File: src/common/tx_mod_defs.vh
// Constants for the transmit modulator control register bank.
// Assumes inclusion by bare name from design files; definitions only.
//
// Notes on behaviour
// RULE1: Power-up values: main divider 9750, reference divider 0x4050, control 0x197d.
// RULE2: Control bit 0 is run; low powers down all but serial and registers; code gates only block enables, bypass and trim mode with it.
// RULE3: Control bit 1 keeps filters powered while idle pin is low.
// RULE4: Host keeps control bit 2 at one on every write.
// RULE5: Control bit 3 enables baseband filters; zero selects bypass. Code uses it for bypass only; filter enable ignores it.
// RULE6: Control bit 4 enables the RF PLL.
// RULE7: Control bit 5 enables the RF oscillator.
// RULE8: Control bit 6 enables driver, upconverter and IF modulator together.
// RULE9: Control bit 7 enables reference doubler ahead of reference divider.
// RULE10: Control bit 8 selects maximum power, one high level, zero low.
// RULE11: Control bit 9 sets predriver bias, zero reduced, one nominal.
// RULE12: Control bit 10 sets output bias, zero nominal, one raised.
// RULE13: Control bits 12:11 choose charge-pump current, reset 11.
// RULE14: Control bits 14:13 set offset current, effective only in trim mode.
// RULE15: Control bit 15 enters DC offset trim mode.
// RULE16: Reference bits 8:0 hold reference ratio, reset 80.
// RULE17: Reference bits 10:9 select lock indicator source.
// RULE18: Reference bits 13:11 are charge-pump test controls.
// RULE19: Host writes reference bit 14 as one.
// RULE20: Host writes reference bit 15 as zero.
// RULE21: Serial word is 20 bits MSB first, 16 data then 4 address.
// RULE22: Shift on rising serial clock while select low; latch on select rising.
// RULE23: Idle pin low in run turns transmit chain off; filter follows hold bit.
// RULE24: Words with unknown address are discarded.
`ifndef TX_MOD_DEFS_VH
`define TX_MOD_DEFS_VH

`define WORD_BITS      20
`define DATA_BITS      16
`define ADDR_BITS      4

`define ADDR_REF_DIV   4'h0
`define ADDR_MAIN_DIV  4'h2
`define ADDR_OP_CTRL   4'h4

`define RST_MAIN_DIV   16'h2616
`define RST_REF_DIV    16'h4050
`define RST_OP_CTRL    16'h197d

// Control fields
`define OC_RUN         0
`define OC_HOLD        1
`define OC_FILT        3
`define OC_PLL         4
`define OC_VCO         5
`define OC_TX          6
`define OC_DBL         7
`define OC_MPL         8
`define OC_PRD         9
`define OC_OUTB        10
`define OC_CP_HI       12
`define OC_CP_LO       11
`define OC_AML_HI      14
`define OC_AML_LO      13
`define OC_TRIM        15

// Reference divider fields
`define RD_RATIO_HI    8
`define RD_LD_HI       10
`define RD_LD_LO       9
`define RD_CPT_HI      13
`define RD_CPT_LO      11

`define LD_LOCK        2'h0
`define LD_MAIN        2'h1
`define LD_REF         2'h2

`define RATIO_W        9
`endif

File: src/rtl/serial_shifter.v
// Serial receiver: samples the 3-wire pins on the system clock.
// Assumes serial clock far slower than clk_i (bench 800 ns vs 100 ns).
`timescale 1ns/1ps
`include "tx_mod_defs.vh"

module serial_shifter #(
  parameter WORD_W = `WORD_BITS
) (
  // Clock and reset
  input  wire              clk_i,
  input  wire              rst_b_i,
  // Serial pins, asynchronous
  input  wire              sclk_i,
  input  wire              cs_b_i,
  input  wire              sdata_i,
  // Captured word
  output reg  [WORD_W-1:0] word_o,
  output reg               word_valid_o
);

  reg [2:0]        sclk_sync;
  reg [2:0]        cs_sync;
  reg [1:0]        data_sync;
  reg [WORD_W-1:0] shreg;

  // Two-stage synchronisers; third stage for edge finding, and on select also gates the shift
  always @(posedge clk_i or negedge rst_b_i) begin
    if (!rst_b_i) begin
      sclk_sync <= 3'h0;
      cs_sync   <= 3'h7;
      data_sync <= 2'h0;
    end else begin
      sclk_sync <= {sclk_sync[1:0], sclk_i};
      cs_sync   <= {cs_sync[1:0], cs_b_i};
      data_sync <= {data_sync[0], sdata_i};
    end
  end

  wire sclk_rise = sclk_sync[1] & ~sclk_sync[2];
  wire cs_rise   = cs_sync[1] & ~cs_sync[2];

  // Shift MSB first; latch pulse when select returns high
  always @(posedge clk_i or negedge rst_b_i) begin
    if (!rst_b_i) begin
      shreg        <= {WORD_W{1'b0}};
      word_o       <= {WORD_W{1'b0}};
      word_valid_o <= 1'b0;
    end else begin
      word_valid_o <= cs_rise; // RULE22
      if (cs_rise)
        word_o <= shreg; // RULE22
      if (!cs_sync[2] && sclk_rise)
        shreg <= {shreg[WORD_W-2:0], data_sync[1]}; // RULE21
    end
  end

endmodule

File: src/rtl/tx_modulator_control_regs.v
// Control register bank of the transmit modulator, with derived block enables.
// Assumes the host drives the 3-wire pins; analog blocks read the enable outputs.
`timescale 1ns/1ps
`include "tx_mod_defs.vh"

module tx_modulator_control_regs (
  // Clock and reset
  input  wire                 clk_i,
  input  wire                 rst_b_i,
  // 3-wire serial bus
  input  wire                 sclk_i,
  input  wire                 cs_b_i,
  input  wire                 sdata_i,
  // Power pins, asynchronous
  input  wire                 power_off_bar_i,
  input  wire                 idle_b_i,
  // Lock sources from the synthesiser
  input  wire                 pll_locked_i,
  input  wire                 main_div_out_i,
  input  wire                 ref_div_out_i,
  // Register contents
  output reg  [15:0]          main_divider_o,
  output reg  [15:0]          reference_divider_o,
  output reg  [15:0]          operation_control_o,
  // Derived block controls
  output reg                  baseband_filter_enable_o,
  output reg                  filter_bypass_o,
  output reg                  pll_enable_o,
  output reg                  oscillator_enable_o,
  output reg                  tx_chain_enable_o,
  output reg                  ref_doubler_enable_o,
  output reg                  max_power_select_o,
  output reg                  predriver_bias_select_o,
  output reg                  output_bias_boost_o,
  output reg  [1:0]           charge_pump_current_o,
  output reg  [1:0]           offset_correction_current_o,
  output reg                  offset_trim_mode_o,
  output reg  [`RATIO_W-1:0]  ref_ratio_o,
  output reg  [2:0]           charge_pump_test_o,
  output reg                  lock_indicator_o
);

  wire [`WORD_BITS-1:0] word;
  wire                  word_valid;

  serial_shifter #(
    .WORD_W (`WORD_BITS)
  ) u_shift (
    .clk_i        (clk_i),
    .rst_b_i      (rst_b_i),
    .sclk_i       (sclk_i),
    .cs_b_i       (cs_b_i),
    .sdata_i      (sdata_i),
    .word_o       (word),
    .word_valid_o (word_valid)
  );

  wire [`ADDR_BITS-1:0] waddr = word[`ADDR_BITS-1:0];
  wire [`DATA_BITS-1:0] wdata = word[`WORD_BITS-1:`ADDR_BITS];

  // Address decode, used for each of the three registers
  function hit;
    input [`ADDR_BITS-1:0] a;
    input [`ADDR_BITS-1:0] target;
    begin
      hit = (a == target);
    end
  endfunction

  // Register file; unknown addresses write nothing
  always @(posedge clk_i or negedge rst_b_i) begin
    if (!rst_b_i) begin
      main_divider_o      <= `RST_MAIN_DIV; // RULE1
      reference_divider_o <= `RST_REF_DIV;  // RULE1
      operation_control_o <= `RST_OP_CTRL;  // RULE1
    end else if (word_valid) begin // RULE24
      if (hit(waddr, `ADDR_MAIN_DIV))
        main_divider_o <= wdata;
      if (hit(waddr, `ADDR_REF_DIV))
        reference_divider_o <= wdata; // RULE19
      if (hit(waddr, `ADDR_OP_CTRL))
        operation_control_o <= wdata; // RULE4
      // Any other address falls through untouched
    end
  end

  // Power pins synchronised before use
  reg [1:0] pwr_sync;
  reg [1:0] idle_sync;
  always @(posedge clk_i or negedge rst_b_i) begin
    if (!rst_b_i) begin
      pwr_sync  <= 2'h0;
      idle_sync <= 2'h0;
    end else begin
      pwr_sync  <= {pwr_sync[0], power_off_bar_i};
      idle_sync <= {idle_sync[0], idle_b_i};
    end
  end

  // Lock sources are asynchronous to clk_i too
  reg [1:0] lock_sync;
  reg [1:0] mdiv_sync;
  reg [1:0] rdiv_sync;
  always @(posedge clk_i or negedge rst_b_i) begin
    if (!rst_b_i) begin
      lock_sync <= 2'h0;
      mdiv_sync <= 2'h0;
      rdiv_sync <= 2'h0;
    end else begin
      lock_sync <= {lock_sync[0], pll_locked_i};
      mdiv_sync <= {mdiv_sync[0], main_div_out_i};
      rdiv_sync <= {rdiv_sync[0], ref_div_out_i};
    end
  end

  wire [15:0] oc  = operation_control_o;
  wire [15:0] rd  = reference_divider_o;
  // Pin low wins over the run bit
  wire run        = pwr_sync[1] & oc[`OC_RUN]; // RULE2
  wire idle       = ~idle_sync[1];

  // Held copies of PLL and oscillator enable: idle freezes the states
  // they had when the idle pin fell, so later writes wait for wake-up.
  reg pll_held;
  reg vco_held;
  always @(posedge clk_i or negedge rst_b_i) begin
    if (!rst_b_i) begin
      pll_held <= 1'b0;
      vco_held <= 1'b0;
    end else if (!idle) begin
      pll_held <= oc[`OC_PLL];
      vco_held <= oc[`OC_VCO];
    end
  end

  reg next_filt;
  reg next_pll;
  reg next_vco;
  reg next_tx;
  // Power mode resolution
  always @* begin
    next_filt = 1'b0;
    next_pll  = 1'b0;
    next_vco  = 1'b0;
    next_tx   = 1'b0;
    if (run) begin
      if (idle) begin
        next_tx   = 1'b0;                   // RULE23
        next_filt = oc[`OC_HOLD];           // RULE3 RULE23
        next_pll  = pll_held;               // RULE23
        next_vco  = vco_held;               // RULE23
      end else begin
        next_tx   = oc[`OC_TX];             // RULE8
        next_filt = 1'b1;
        next_pll  = oc[`OC_PLL];            // RULE6
        next_vco  = oc[`OC_VCO];            // RULE7
      end
    end
  end

  reg next_ld;
  // Lock indicator source select
  always @* begin
    case (rd[`RD_LD_HI:`RD_LD_LO]) // RULE17
      `LD_LOCK: next_ld = lock_sync[1];
      `LD_MAIN: next_ld = mdiv_sync[1];
      `LD_REF:  next_ld = rdiv_sync[1];
      default:  next_ld = 1'b0;
    endcase
  end

  // Registered outputs; filter power and bypass are kept apart because
  // idle hold keeps the filter powered even if its enable bit is clear.
  always @(posedge clk_i or negedge rst_b_i) begin
    if (!rst_b_i) begin
      baseband_filter_enable_o    <= 1'b0;
      filter_bypass_o             <= 1'b0;
      pll_enable_o                <= 1'b0;
      oscillator_enable_o         <= 1'b0;
      tx_chain_enable_o           <= 1'b0;
      ref_doubler_enable_o        <= 1'b0;
      max_power_select_o          <= 1'b0;
      predriver_bias_select_o     <= 1'b0;
      output_bias_boost_o         <= 1'b0;
      charge_pump_current_o       <= 2'h0;
      offset_correction_current_o <= 2'h0;
      offset_trim_mode_o          <= 1'b0;
      ref_ratio_o                 <= {`RATIO_W{1'b0}};
      charge_pump_test_o          <= 3'h0;
      lock_indicator_o            <= 1'b0;
    end else begin
      baseband_filter_enable_o    <= next_filt;
      filter_bypass_o             <= run & ~oc[`OC_FILT];                 // RULE5
      pll_enable_o                <= next_pll;
      oscillator_enable_o         <= next_vco;
      tx_chain_enable_o           <= next_tx;
      ref_doubler_enable_o        <= run & oc[`OC_DBL];                   // RULE9
      max_power_select_o          <= oc[`OC_MPL];                         // RULE10
      predriver_bias_select_o     <= oc[`OC_PRD];                         // RULE11
      output_bias_boost_o         <= oc[`OC_OUTB];                        // RULE12
      charge_pump_current_o       <= oc[`OC_CP_HI:`OC_CP_LO];             // RULE13
      // Offset current forced off while trim bit 15 is clear; the run bit does not gate it
      offset_correction_current_o <= oc[`OC_TRIM] ? oc[`OC_AML_HI:`OC_AML_LO] : 2'h0; // RULE14
      offset_trim_mode_o          <= run & oc[`OC_TRIM];                  // RULE15
      ref_ratio_o                 <= rd[`RD_RATIO_HI:0];                  // RULE16
      charge_pump_test_o          <= rd[`RD_CPT_HI:`RD_CPT_LO];           // RULE18
      lock_indicator_o            <= next_ld;
    end
  end

endmodule

File: config.mk
export PLATFORM = sky130hd
export DESIGN_NAME = tx_modulator_control_regs
export DESIGN_NICKNAME = d
export VERILOG_FILES = /design/src/rtl/serial_shifter.v /design/src/rtl/tx_modulator_control_regs.v
export VERILOG_INCLUDE_DIRS = /design/src /design/src/common
export SDC_FILE = /design/constraint.sdc
export NUM_CORES = 1
export LEC_CHECK = 0
export ABC_AREA = 1
export BUFFER_PORTS_ARGS = -buffer_cell sky130_fd_sc_hd__clkbuf_2
export CAP_MARGIN = 25
export CELL_PAD_IN_SITES_DETAIL_PLACEMENT = 1
export CELL_PAD_IN_SITES_GLOBAL_PLACEMENT = 1
export CORE_MARGIN = 5
export CORE_UTILIZATION = 43
export DETAILED_ROUTE_END_ITERATION = 10
export GPL_TIMING_DRIVEN = 0
export PLACE_DENSITY = 0.85
export SYNTH_ARGS = -nofsm -noshare
export SYNTH_HDL_FRONTEND = slang
export SYNTH_HIERARCHICAL = 1
export SYNTH_SLANG_ARGS = --single-unit
File: constraint.sdc
create_clock -name clk_i -period 1.4 [get_ports clk_i]
set_input_delay 0.07 -clock clk_i [delete_from_list [all_inputs] [get_ports clk_i]]
set_output_delay 0.07 -clock clk_i [all_outputs]
set_load 0.005 [all_outputs]
; ---- Word level (Yosys, flattened, before mapping)
; Index checks and enable logic that the tools add are counted.
[classes]
n_eq_ne = 4
n_mux = 10
bitwise_logic = 9
n_reduce_logical = 7
[op_table]
columns = op, n
row1 = $mux 1, 8
row2 = $and 1x1->1, 6
row3 = $reduce_and 2->1, 3
row4 = $eq 4x2->1 const B, 1
row5 = $eq 4x3->1 const B, 1
row6 = $logic_not 4->1, 1
row7 = $not 1->1, 3
row8 = $pmux 1 s3, 1
row9 = $eq 2x1->1 const B, 1
row10 = $eq 2x2->1 const B, 1
row11 = $logic_not 2->1, 1
row12 = $mux 2, 1
row13 = $logic_and 1x1->1, 1
row14 = $logic_not 1->1, 1
[totals]
reg_bits = 136
elab_cells = 61

; ---- Longest topological paths before layout
; Gate-level depths: netlist of run 1.
[logic_depth]
word_depth = 3
depth_mapped = 7
ltp_nobuf = 5

; ---- Cells and area by module
; The synthesis of run 1 kept the hierarchy.
[by_module_without_submodules]
columns = module, instances, cells_each, area_per_inst_um2, seq_area_each_um2
row1 = tx_modulator_control_regs, 1, 285, 3213.1, 2199.6
row2 = serial_shifter, 1, 186, 1825.5, 1229.9

; ---- Worst setup path before layout of run 1
; Ideal clock, no wire load.
[synth_path]
kind = register to register
start = reg u_shift.word_o[2]
end = reg main_divider_o[0]
setup_time_ns = 0.117
arrival_ns = 1.032
t_required_ns = 1.283
slack_ns = 0.251
stages_incl_launch_ff = 7
period_less_slack_ns = 1.149
path_cell_list = dfrtp_1 > buf_6 > nor2_8 > nand3_4 > buf_6 > nand2_1 > nand2_1
[synth_via]
elab_chain_len = 2
[synth_lines]
columns = item, line
row1 = from (decl), serial_shifter.v:17  ; output reg [WORD_W-1:0] word_o,
row2 = from (signal assigned), serial_shifter.v:46  ; word_o <= {WORD_W{1'b0}};
row3 = from (signal assigned), serial_shifter.v:51  ; word_o <= shreg;
row4 = $eq 4x2->1, tx_modulator_control_regs.v:66  ; hit = (a == target);
row5 = $reduce_and 2->1 (no line), n/a
row6 = to (signal assigned), tx_modulator_control_regs.v:73  ; main_divider_o <= `RST_MAIN_DIV;
row7 = to (signal assigned), tx_modulator_control_regs.v:78  ; main_divider_o <= wdata;
row8 = to (decl), tx_modulator_control_regs.v:22  ; output reg [15:0] main_divider_o,
; No other way between the ends.
; A chain may end at the register's enable or synchronous reset.

; ---- Final worst setup path of run 1
[layout_path]
start = reg u_shift.word_o[1]
end = reg main_divider_o[15]
; The elaborated chain is that of the path after synthesis.

==> flow_summary.yaml, run 1 <==
yosys:
  synth_top_area_cell: "dfrtp_1"
  ys_seq_area_frac: 0.681
  netlist_area_sq_um: 5040
  yosys_register_bits: 136
  netlist-cell-type-count: 19
  synth.most_common_cell: "nand2_1"
  yosys-top-cells-count: "nand2_1 (206), dfrtp_1 (115), nand4_1 (68), dfstp_2 (21), buf_2 (16)"
  synth_top_area_frac: 0.571
  synthTopCellsByArea: "dfrtp_1 (57%), nand2_1 (15%), dfstp_2 (11%)"
  ys.flop_type: "dfrtp_1"
  avgSynthCellArea_sq_um: 10.7
  synthCells: 471
  yosys_warnings: 6
  postSynthNetCount: 481
  synth_edf_count: 0
  async_flop_share: 1.00
die:
  die_area_sq_um: 14000
  fp.coreArea_sq_um: 11500
  chipWidth_um: 118
  pin_count: 85
  placement_rows: 39
  initial_core_util: 0.439
  die_height_um: 118
clocking:
  cts.clk_slew.worst_paths_ns: 0.06
  clk_path_buf_depth: 2
  tritoncts: "built"
  worst_skew_pair.late_latency_ns: 0.42
  cts_root_buffer: "clkbuf_16"
  cts_num_sinks: 136
  cts_made_buffers: 17
  cts_htree_levels: 4
critical_path:
  crit_fanout: 10
  path_class: "flop to flop"
  r2r_slack_ns: 0.06
  critical_path_required_ns: 1.75
  cp-end-kind: "flop"
  r2r_start: "u_shift/word_o[1]"
  critical_path_arrival_ns: 1.69
  rr_endpoint: "main_divider_o[15]"
  startpoint_type: "flop"
  r2r_cells: 5
drt:
  vias: 3959
  drt_iter0_drc: 246
  drtAntennaViolNets: 0
  avgViaCountPerCell: 5.34
  wl_per_cell_um: 19.7
  drt_pass1_iterations: 4
  post-route-drc-count: 0
  detail_route.wirelength_um: 14600
layout:
  final_nets: 596
  multi_input_comb_area_sq_um: 1380
  n_antenna_cell: 0
  seq_area_sq_um: 3430
  drive_gt1_frac: 0.299
  syn_to_final_growth_pct: 28.7
  finalNonFillerCells: 742
  fillerInstances: 1241
  stdcell_area_sq_um: 6480
status:
  status: "completed"
placed_design:
  gp_congestion: 0.733
  dp_hpwl_um: 9130
  place_ws_ns: 0.0834
  placed_cell_area_sq_um: 5670
  io_buffers: 84
  dp.cells: 699
power:
  power_density_nw_per_um2: 1670
  p_leak_nw: 3.51
  ir_worst_vdd_v: 0.00149
global_routing:
  grt_pass1_vias: 4413
  grt_overflow_total: 0
  grt_usage: 0.219
  grt_pass1_wl_um: 24100
  grt_max_degree: 71
  antenna_found_initial: 0
sta:
  max_freq_mhz: 746
  rsz0062_at_grt: "yes"
  fin_crit_ns: 1.34
  drv_slew: 0
  finalCritPeriodShare: 0.958
  hold_viol_final: 0
  worst_slack_ns: 0.0588
  slew_headroom: 0.630
  skew_ns: 0.00778
  fin_tns_setup_ns: 0
  setup_viol: 0
  tightest_slew_ns: 0.555
worst_hold_path:
  hp-class: "input port to async pin"
flow_run:
  drv_cap: 0
## worst max-delay path by stage
stage | cells past startpoint | end | slack, ns | from
global placement | 1 | u_shift/shreg[4] | -1.73 | rst_b_i
finish | 5 | main_divider_o[15] | 0.06 | u_shift/word_o[1]
CTS | 4 | operation_control_o[7] | 0.004 | u_shift/word_o[0]
detailed placement | 6 | reference_divider_o[13] | 0.08 | u_shift/word_o[2]
floorplan | 6 | main_divider_o[0] | 0.25 | u_shift/word_o[2]
global route | 7 | operation_control_o[7] | -0.008 | u_shift/word_valid_o
## per-layer routing
metal	vias to the layer above	share of wire	GRT usage
met5	-	0	0
met4	0	0.028	0.0982
met3	33	0.057	0.0678
met2	141	0.54	0.387
met1	1997	0.37	0.242
li1	1788	-	-
## cells in the final DEF (no fill, tap or decap), types with 8 or more instances in the layout
cell / Yosys / layout
inv_1: 8 / 8
buf_2: 16 / 14
dfstp_2: 21 / 21
clkbuf_16: 0 / 17
dlygate4sd3_1: 0 / 9
buf_4: 6 / 9
nand2_1: 206 / 206
clkbuf_2: 0 / 84
nand4_1: 68 / 68
dfrtp_1: 115 / 115
## logic make-up after synthesis
family                 after synthesis  share of synthesized area
AND/OR/NAND/NOR                    291                      0.269
flip-flops                         136                      0.681
buffers and inverters               40                     0.0457
AO/OA/AOI/OAI                        4                    0.00447
## worst max-delay path: stages, from the launching register on
cell and delay (ns):
dfrtp_1 0.41, inv_1 0.11, nor2_4 0.24, buf_2 0.27
nand4_1 0.15, nand2_1 0.10
## registers in the layout, indices dropped and copies added (netlist names), 3 cells and up
signal,flops
operation_control_o,16
main_divider_o,16
u_shift/sclk_sync,3
charge_pump_test_o,3
u_shift/cs_sync,3
ref_ratio_o,9
reference_divider_o,16
u_shift/word_o,20
u_shift/shreg,20
## layout make-up
| type | instances | area share |
|---|---|---|
| Buffer | 28 | 0.0295 |
| Clock buffer | 18 | 0.0662 |
| Clock inverter | 14 | 0.0413 |
| Inverter | 12 | 0.00695 |
| Multi-Input combinational cell | 295 | 0.213 |
| Sequential cell | 136 | 0.529 |
| Tap cell | 143 | 0.0276 |
| Timing Repair Buffer | 96 | 0.0867 |
## report_power, final
part | internal, mW | switching, mW
Combinational | 0.353 | 0.728
Clock | 3.54 | 1.75
Sequential | 4.20 | 0.233
Total | 8.10 | 2.72
## stage by stage
step            util  hold WS [ns]  power (mW)
2_1_floorplan      -        -0.226        5.02
3_3_place_gp   0.492         0.157        5.37
3_5_place_dp   0.495         0.100        5.47
4_1_cts        0.563         0.223        10.9
5_1_grt        0.565         0.281        11.2
6_report       0.565         0.240        10.8
## what timing repair did
| item | 4_1_cts | 5_1_grt |
|---|---|---|
| setup buffers | 0 | 2 |
| endpoints found under the hold margin | 66 | 0 |
| gates resized for setup | 0 | 5 |
| setup endpoints to repair | 0 | 20 |
| hold buffers | 9 | 0 |
No activity file was read; power rests on OpenSTA's default activity.
==> run 2, diff against run 1 <==
Settings changed: RECOVER_POWER from default to 100.
==> run 2 against run 1 <==
  * Die area is the same
  * Final cell count unchanged
  * Via count up 0.23%
  * Flip-flop and latch count is the same
  * Register-to-register slack hardly changed
  * First-iteration DRC count increased by 0.81%
  * Clock power is essentially flat
  * Core utilization shrank 0.52 points
  * Largest cell class unchanged
  * Highest routed layer unchanged
==> flow_summary.yaml, run 2 (same netlist as run 1, synthesis figures left out) <==
status:
  status: "completed"
clocking:
  clk_path_buf_depth: 2
  cts_root_buffer: "clkbuf_16"
  cts_made_buffers: 17
  tritoncts: "built"
  cts_htree_levels: 4
  cts_num_sinks: 136
  cts.clk_slew.worst_paths_ns: 0.06
  worst_skew_pair.late_latency_ns: 0.42
sta:
  rsz0062_at_grt: "yes"
  hold_viol_final: 0
  fin_crit_ns: 1.34
  holdWs_ns: 0.243
  max_freq_mhz: 746
  drv_slew: 0
  finalCritPeriodShare: 0.958
  slew_headroom: 0.634
  worst_slack_ns: 0.0592
  fin_tns_setup_ns: 0
  tightest_slew_ns: 0.549
  skew_ns: 0.00752
  setup_viol: 0
global_routing:
  grt_pass1_wl_um: 24100
  grt_usage: 0.219
  grt_max_degree: 71
  grt_overflow_total: 0
  antenna_found_initial: 0
  grt_pass1_vias: 4413
placed_design:
  dp_hpwl_um: 9130
  io_buffers: 84
  placed_cell_area_sq_um: 5670
  dp.cells: 699
  gp_congestion: 0.733
  place_ws_ns: 0.0834
power:
  ir_worst_vdd_v: 0.00148
  p_int_mw: 8.07
  power_density_nw_per_um2: 1680
  comb_power_share: 0.099
  p_leak_nw: 3.39
  p_sw_mw: 2.72
  p_seq_frac: 0.410
  clkPwrFrac: 0.491
  switching_share: 0.252
  totalPowerFinal_mw: 10.8
die:
  pin_count: 85
  die_area_sq_um: 14000
  fp.coreArea_sq_um: 11500
  initial_core_util: 0.439
  placement_rows: 39
  chipWidth_um: 118
  die_height_um: 118
flow_run:
  drv_cap: 0
critical_path:
  critPathTopFamily: "simple AND/OR/NAND/NOR gates"
  r2r_start: "u_shift/word_o[1]"
  r2r_cells: 5
  crit_slowest_cell: "dfrtp_1"
  slowest_delay_ns: 0.41
  path_class: "flop to flop"
  startpoint_type: "flop"
  cp-end-kind: "flop"
  critical_path_required_ns: 1.75
  crit_fanout: 10
  critical_path_arrival_ns: 1.69
  rr_endpoint: "main_divider_o[15]"
  crit_buf_inv: 2
  crit_chain: "inv_1, nor2_4, buf_2, nand4_1, nand2_1"
  r2r_slack_ns: 0.06
layout:
  syn_to_final_growth_pct: 27.5
  final_core_util: 0.560
  stdcell_area_sq_um: 6420
  finalNonFillerCells: 742
  n_antenna_cell: 0
  layout_commonest_cell: "nand2_1"
  final_cell_mix: "nand2_1 (207), dfrtp_1 (115), nand4_1 (68)"
  drive_gt1_frac: 0.219
  final_nets: 596
  reg_top3: "u_shift/shreg x20, u_shift/word_o x20"
drt:
  drt_iter0_drc: 248
  post-route-drc-count: 0
  detail_route.wirelength_um: 14700
  avgViaCountPerCell: 5.35
  drtAntennaViolNets: 0
  wl_per_cell_um: 19.8
  drt_pass1_iterations: 4
  vias: 3968
worst_hold_path:
  hp-class: "input port to async pin"
## run 2: cell type report
class	instances	area, sq um
multi-input cells	295	1380
fillers	1262	5040
inverters	12	45.0
flip-flops and latches	136	3430
well taps	143	179
clock inverters	14	268
clock buffers	18	429
repair buffers	96	518
plain buffers	28	178
## run 2: worst max path at each step
| stage | to | cells past startpoint | start | slack, ns |
|---|---|---|---|---|
| 2_1_floorplan | main_divider_o[0] | 6 | u_shift/word_o[2] | 0.25 |
| 3_3_place_gp | u_shift/shreg[4] | 1 | rst_b_i | -1.73 |
| 3_5_place_dp | reference_divider_o[13] | 6 | u_shift/word_o[2] | 0.08 |
| 4_1_cts | operation_control_o[7] | 4 | u_shift/word_o[0] | 0.004 |
| 5_1_grt | operation_control_o[7] | 7 | u_shift/word_valid_o | -0.008 |
| 6_report | main_divider_o[15] | 5 | u_shift/word_o[1] | 0.06 |
## run 2: power by group through the flow
stage | clock network [mW] | registers [mW] | logic (mW)
after floorplan | 0 | 4.43 | 0.584
after global placement | 0 | 4.46 | 0.908
after detailed placement | 0 | 4.48 | 0.984
after CTS | 5.38 | 4.43 | 1.05
after global routing | 5.57 | 4.45 | 1.16
final | 5.30 | 4.43 | 1.06
## run 2: worst reg2reg max path, stage by stage, from the launching register on
cell	delay [ns]
dfrtp_1	0.41
inv_1	0.11
nor2_4	0.24
buf_2	0.26
nand4_1	0.15
nand2_1	0.10
## run 2: layer usage
| metal | vias up | share of wire | global-route usage | routed length [um] |
|---|---|---|---|---|
| met3 | 30 | 0.055 | 0.0678 | 805 |
| li1 | 1784 | - | - | - |
| met2 | 132 | 0.54 | 0.387 | 7910 |
| met5 | - | 0 | 0 | 0 |
| met1 | 2022 | 0.38 | 0.242 | 5560 |
| met4 | 0 | 0.027 | 0.0982 | 393 |
## run 2: timing repair
item                                    4_1_cts  5_1_grt
gates resized for setup                       0        5
setup buffers                                 0        2
hold buffers                                  9        0
hold endpoints to repair                     66        0
endpoints found under the setup margin        0       20
==> run 3, diff against run 2 <==
Settings changed: CORE_UTILIZATION 43 to 30, PLACE_DENSITY 0.85 to 0.65, SYNTH_HIERARCHICAL 1 to default.
==> run 3 against run 2 <==
  * Count of clock-buffer cells in the layout up 3
  * Combinational power down 9%
  * Core utilization down 16 points
  * Critical path depth up 1
  * Sequential power down 1%
  * Via count down 10%
  * Area after synthesis down 3.2%
  * Global-route usage down 8.5 points
  * Largest cell class unchanged
==> flow_summary.yaml, run 3 <==
layout:
  drive_gt1_frac: 0.198
  n_antenna_cell: 0
  final_nets: 574
  reg_top3: "u_shift.shreg x20, u_shift.word_o x20"
  layout_commonest_cell: "nand2_1"
  finalNonFillerCells: 793
  final_cell_mix: "nand2_1 (149), dfrtp_1 (115), clkbuf_2 (48), nand4_1 (48), clkbuf_1 (46)"
  syn_to_final_growth_pct: 29.3
  stdcell_area_sq_um: 6310
global_routing:
  grt_overflow_total: 0
  grt_pass1_vias: 3898
  antenna_found_initial: 0
  grt_usage: 0.134
  grt_pass1_wl_um: 19800
  grt_max_degree: 73
power:
  clkPwrFrac: 0.467
  power_density_nw_per_um2: 1590
  p_leak_nw: 3.09
  totalPowerFinal_mw: 10.0
  p_seq_frac: 0.436
  p_sw_mw: 2.45
  switching_share: 0.244
  p_int_mw: 7.59
  comb_power_share: 0.096
  ir_worst_vdd_v: 0.000905
drt:
  avgViaCountPerCell: 4.50
  detail_route.wirelength_um: 11800
  post-route-drc-count: 0
  drt_iter0_drc: 104
  vias: 3569
  drtAntennaViolNets: 0
  drt_pass1_iterations: 4
  wl_per_cell_um: 14.9
yosys:
  synth_edf_count: 0
  yosys_warnings: 0
  synth_top_area_frac: 0.590
  synth_top_area_cell: "dfrtp_1"
  ys_seq_area_frac: 0.703
  netlist_area_sq_um: 4880
  ys.flop_type: "dfrtp_1"
  netlist-cell-type-count: 19
  postSynthNetCount: 457
  async_flop_share: 1.00
  yosys_register_bits: 136
  avgSynthCellArea_sq_um: 10.9
  synthTopCellsByArea: "dfrtp_1 (59%), nand2_1 (11%), dfstp_2 (11%)"
  yosys-top-cells-count: "nand2_1 (149), dfrtp_1 (115), nand4_1 (48), o21ai_0 (40), inv_1 (29)"
  synthCells: 447
  synth.most_common_cell: "nand2_1"
clocking:
  cts_htree_levels: 4
  cts.clk_slew.worst_paths_ns: 0.06
  tritoncts: "built"
  cts_root_buffer: "clkbuf_16"
  clk_path_buf_depth: 2
  cts_made_buffers: 17
  worst_skew_pair.late_latency_ns: 0.42
  cts_num_sinks: 136
die:
  placement_rows: 46
  chipWidth_um: 138
  initial_core_util: 0.306
  pin_count: 85
  die_height_um: 138
  die_area_sq_um: 18900
  fp.coreArea_sq_um: 15900
placed_design:
  dp_hpwl_um: 8450
  placed_cell_area_sq_um: 5610
  dp.cells: 748
  io_buffers: 84
  gp_congestion: 0.771
sta:
  hold_viol_final: 0
  setup_viol: 0
  fin_tns_setup_ns: 0
  finalCritPeriodShare: 0.930
  holdWs_ns: 0.198
  tightest_slew_ns: 0.527
  skew_ns: 0.00770
  slew_headroom: 0.649
  drv_slew: 0
  max_freq_mhz: 768
  fin_crit_ns: 1.30
  rsz0062_at_grt: "no"
worst_hold_path:
  hp-class: "input port to async pin"
critical_path:
  cp-end-kind: "flop"
  crit_chain: "buf_4, inv_2, nor2_4, buf_2, nand4_1, nand2_1"
  startpoint_type: "flop"
  path_class: "flop to flop"
  critical_path_required_ns: 1.76
  crit_slowest_cell: "dfrtp_1"
  slowest_delay_ns: 0.33
  crit_fanout: 10
  critical_path_arrival_ns: 1.66
status:
  status: "completed"
flow_run:
  drv_cap: 0
run 3: cell types whose count changed in the layout (fill, tap and decap cells not counted), sizes merged:
cell,delta
nand3,-1
bufinv,-3
buf,-4
clkinv,+2
nand2,-58
nand4,-20
inv,+15
nand3b,+1
clkbuf,+5
o21ai,+39
clkinvlp,+2
run 3: logic make-up (layout without fill, tap and decap cells):
group,after synthesis,in the layout,share of synthesized area
compound gates,43,43,0.0446
buf+inv,55,185,0.0500
flops,136,136,0.703
simple gates,213,213,0.203
run 3: cell type report:
class	instances	area (sq um)
buffer	24	131
clock inverter	11	171
fill	1813	9630
tap	216	270
sequential	136	3430
timing repair buffer	98	523
inverter	31	116
clock buffer	21	460
multi-input combinational	256	1210
run 3: power by group through the flow:
stage          Clock, mW  Combinational (mW)  Sequential [mW]
2_1_floorplan          0               0.526             4.41
3_3_place_gp           0               0.871             4.44
3_5_place_dp           0               0.920             4.45
4_1_cts             4.84                1.00             4.39
5_1_grt             4.99                1.10             4.41
6_report            4.69               0.967             4.38
run 3: layer usage:
metal  up-vias  global-route usage  share of wire  wire [um]
met5         -                   0              0          0
met4         0              0.0632          0.024        285
met3        22              0.0340          0.048        570
met2        69               0.227           0.51       5980
met1      1780               0.160           0.42       4940
li1       1698                   -              -          -
run 3: worst paths after layout:
kind	from	endpoint	slack, ns	cells after the start
setup / recovery	u_shift.word_valid_o	reference_divider_o[4]	0.1	6
hold / removal	rst_b_i	mdiv_sync[1]	0.20	2
min in group clk_i	cs_b_i	u_shift.cs_sync[0]	0.29	2
max in group asynchronous	rst_b_i	u_shift.cs_sync[2]	0.42	3
setup reg to reg	u_shift.word_valid_o	reference_divider_o[4]	0.1	6
hold reg to reg	rdiv_sync[0]	rdiv_sync[1]	0.35	0
run 3: worst max-delay path: cells and delay by family (launching register included):
| kind | cells | cell delay [ns] |
|---|---|---|
| buffers and inverters | 3 | 0.51 |
| and+or+nand+nor | 3 | 0.41 |
| DFF | 1 | 0.33 |
run 3: timing repair:
| action | CTS | global route |
|---|---|---|
| hold buffers | 9 | 0 |
| gates resized for setup | 0 | 12 |
| endpoints found under the setup margin | 8 | 30 |
| hold endpoints to repair | 67 | 0 |
| setup buffers | 4 | 0 |
| pin swaps | 2 | 0 |
run 3: stage by stage:
stage / utilization / worst slack [ns]
floorplan: - / 0.227
global placement: 0.349 / -1.82
CTS: 0.399 / 0.000191
finish: 0.396 / 0.0977
detailed placement: 0.352 / -0.0235
global route: 0.396 / 0.00649
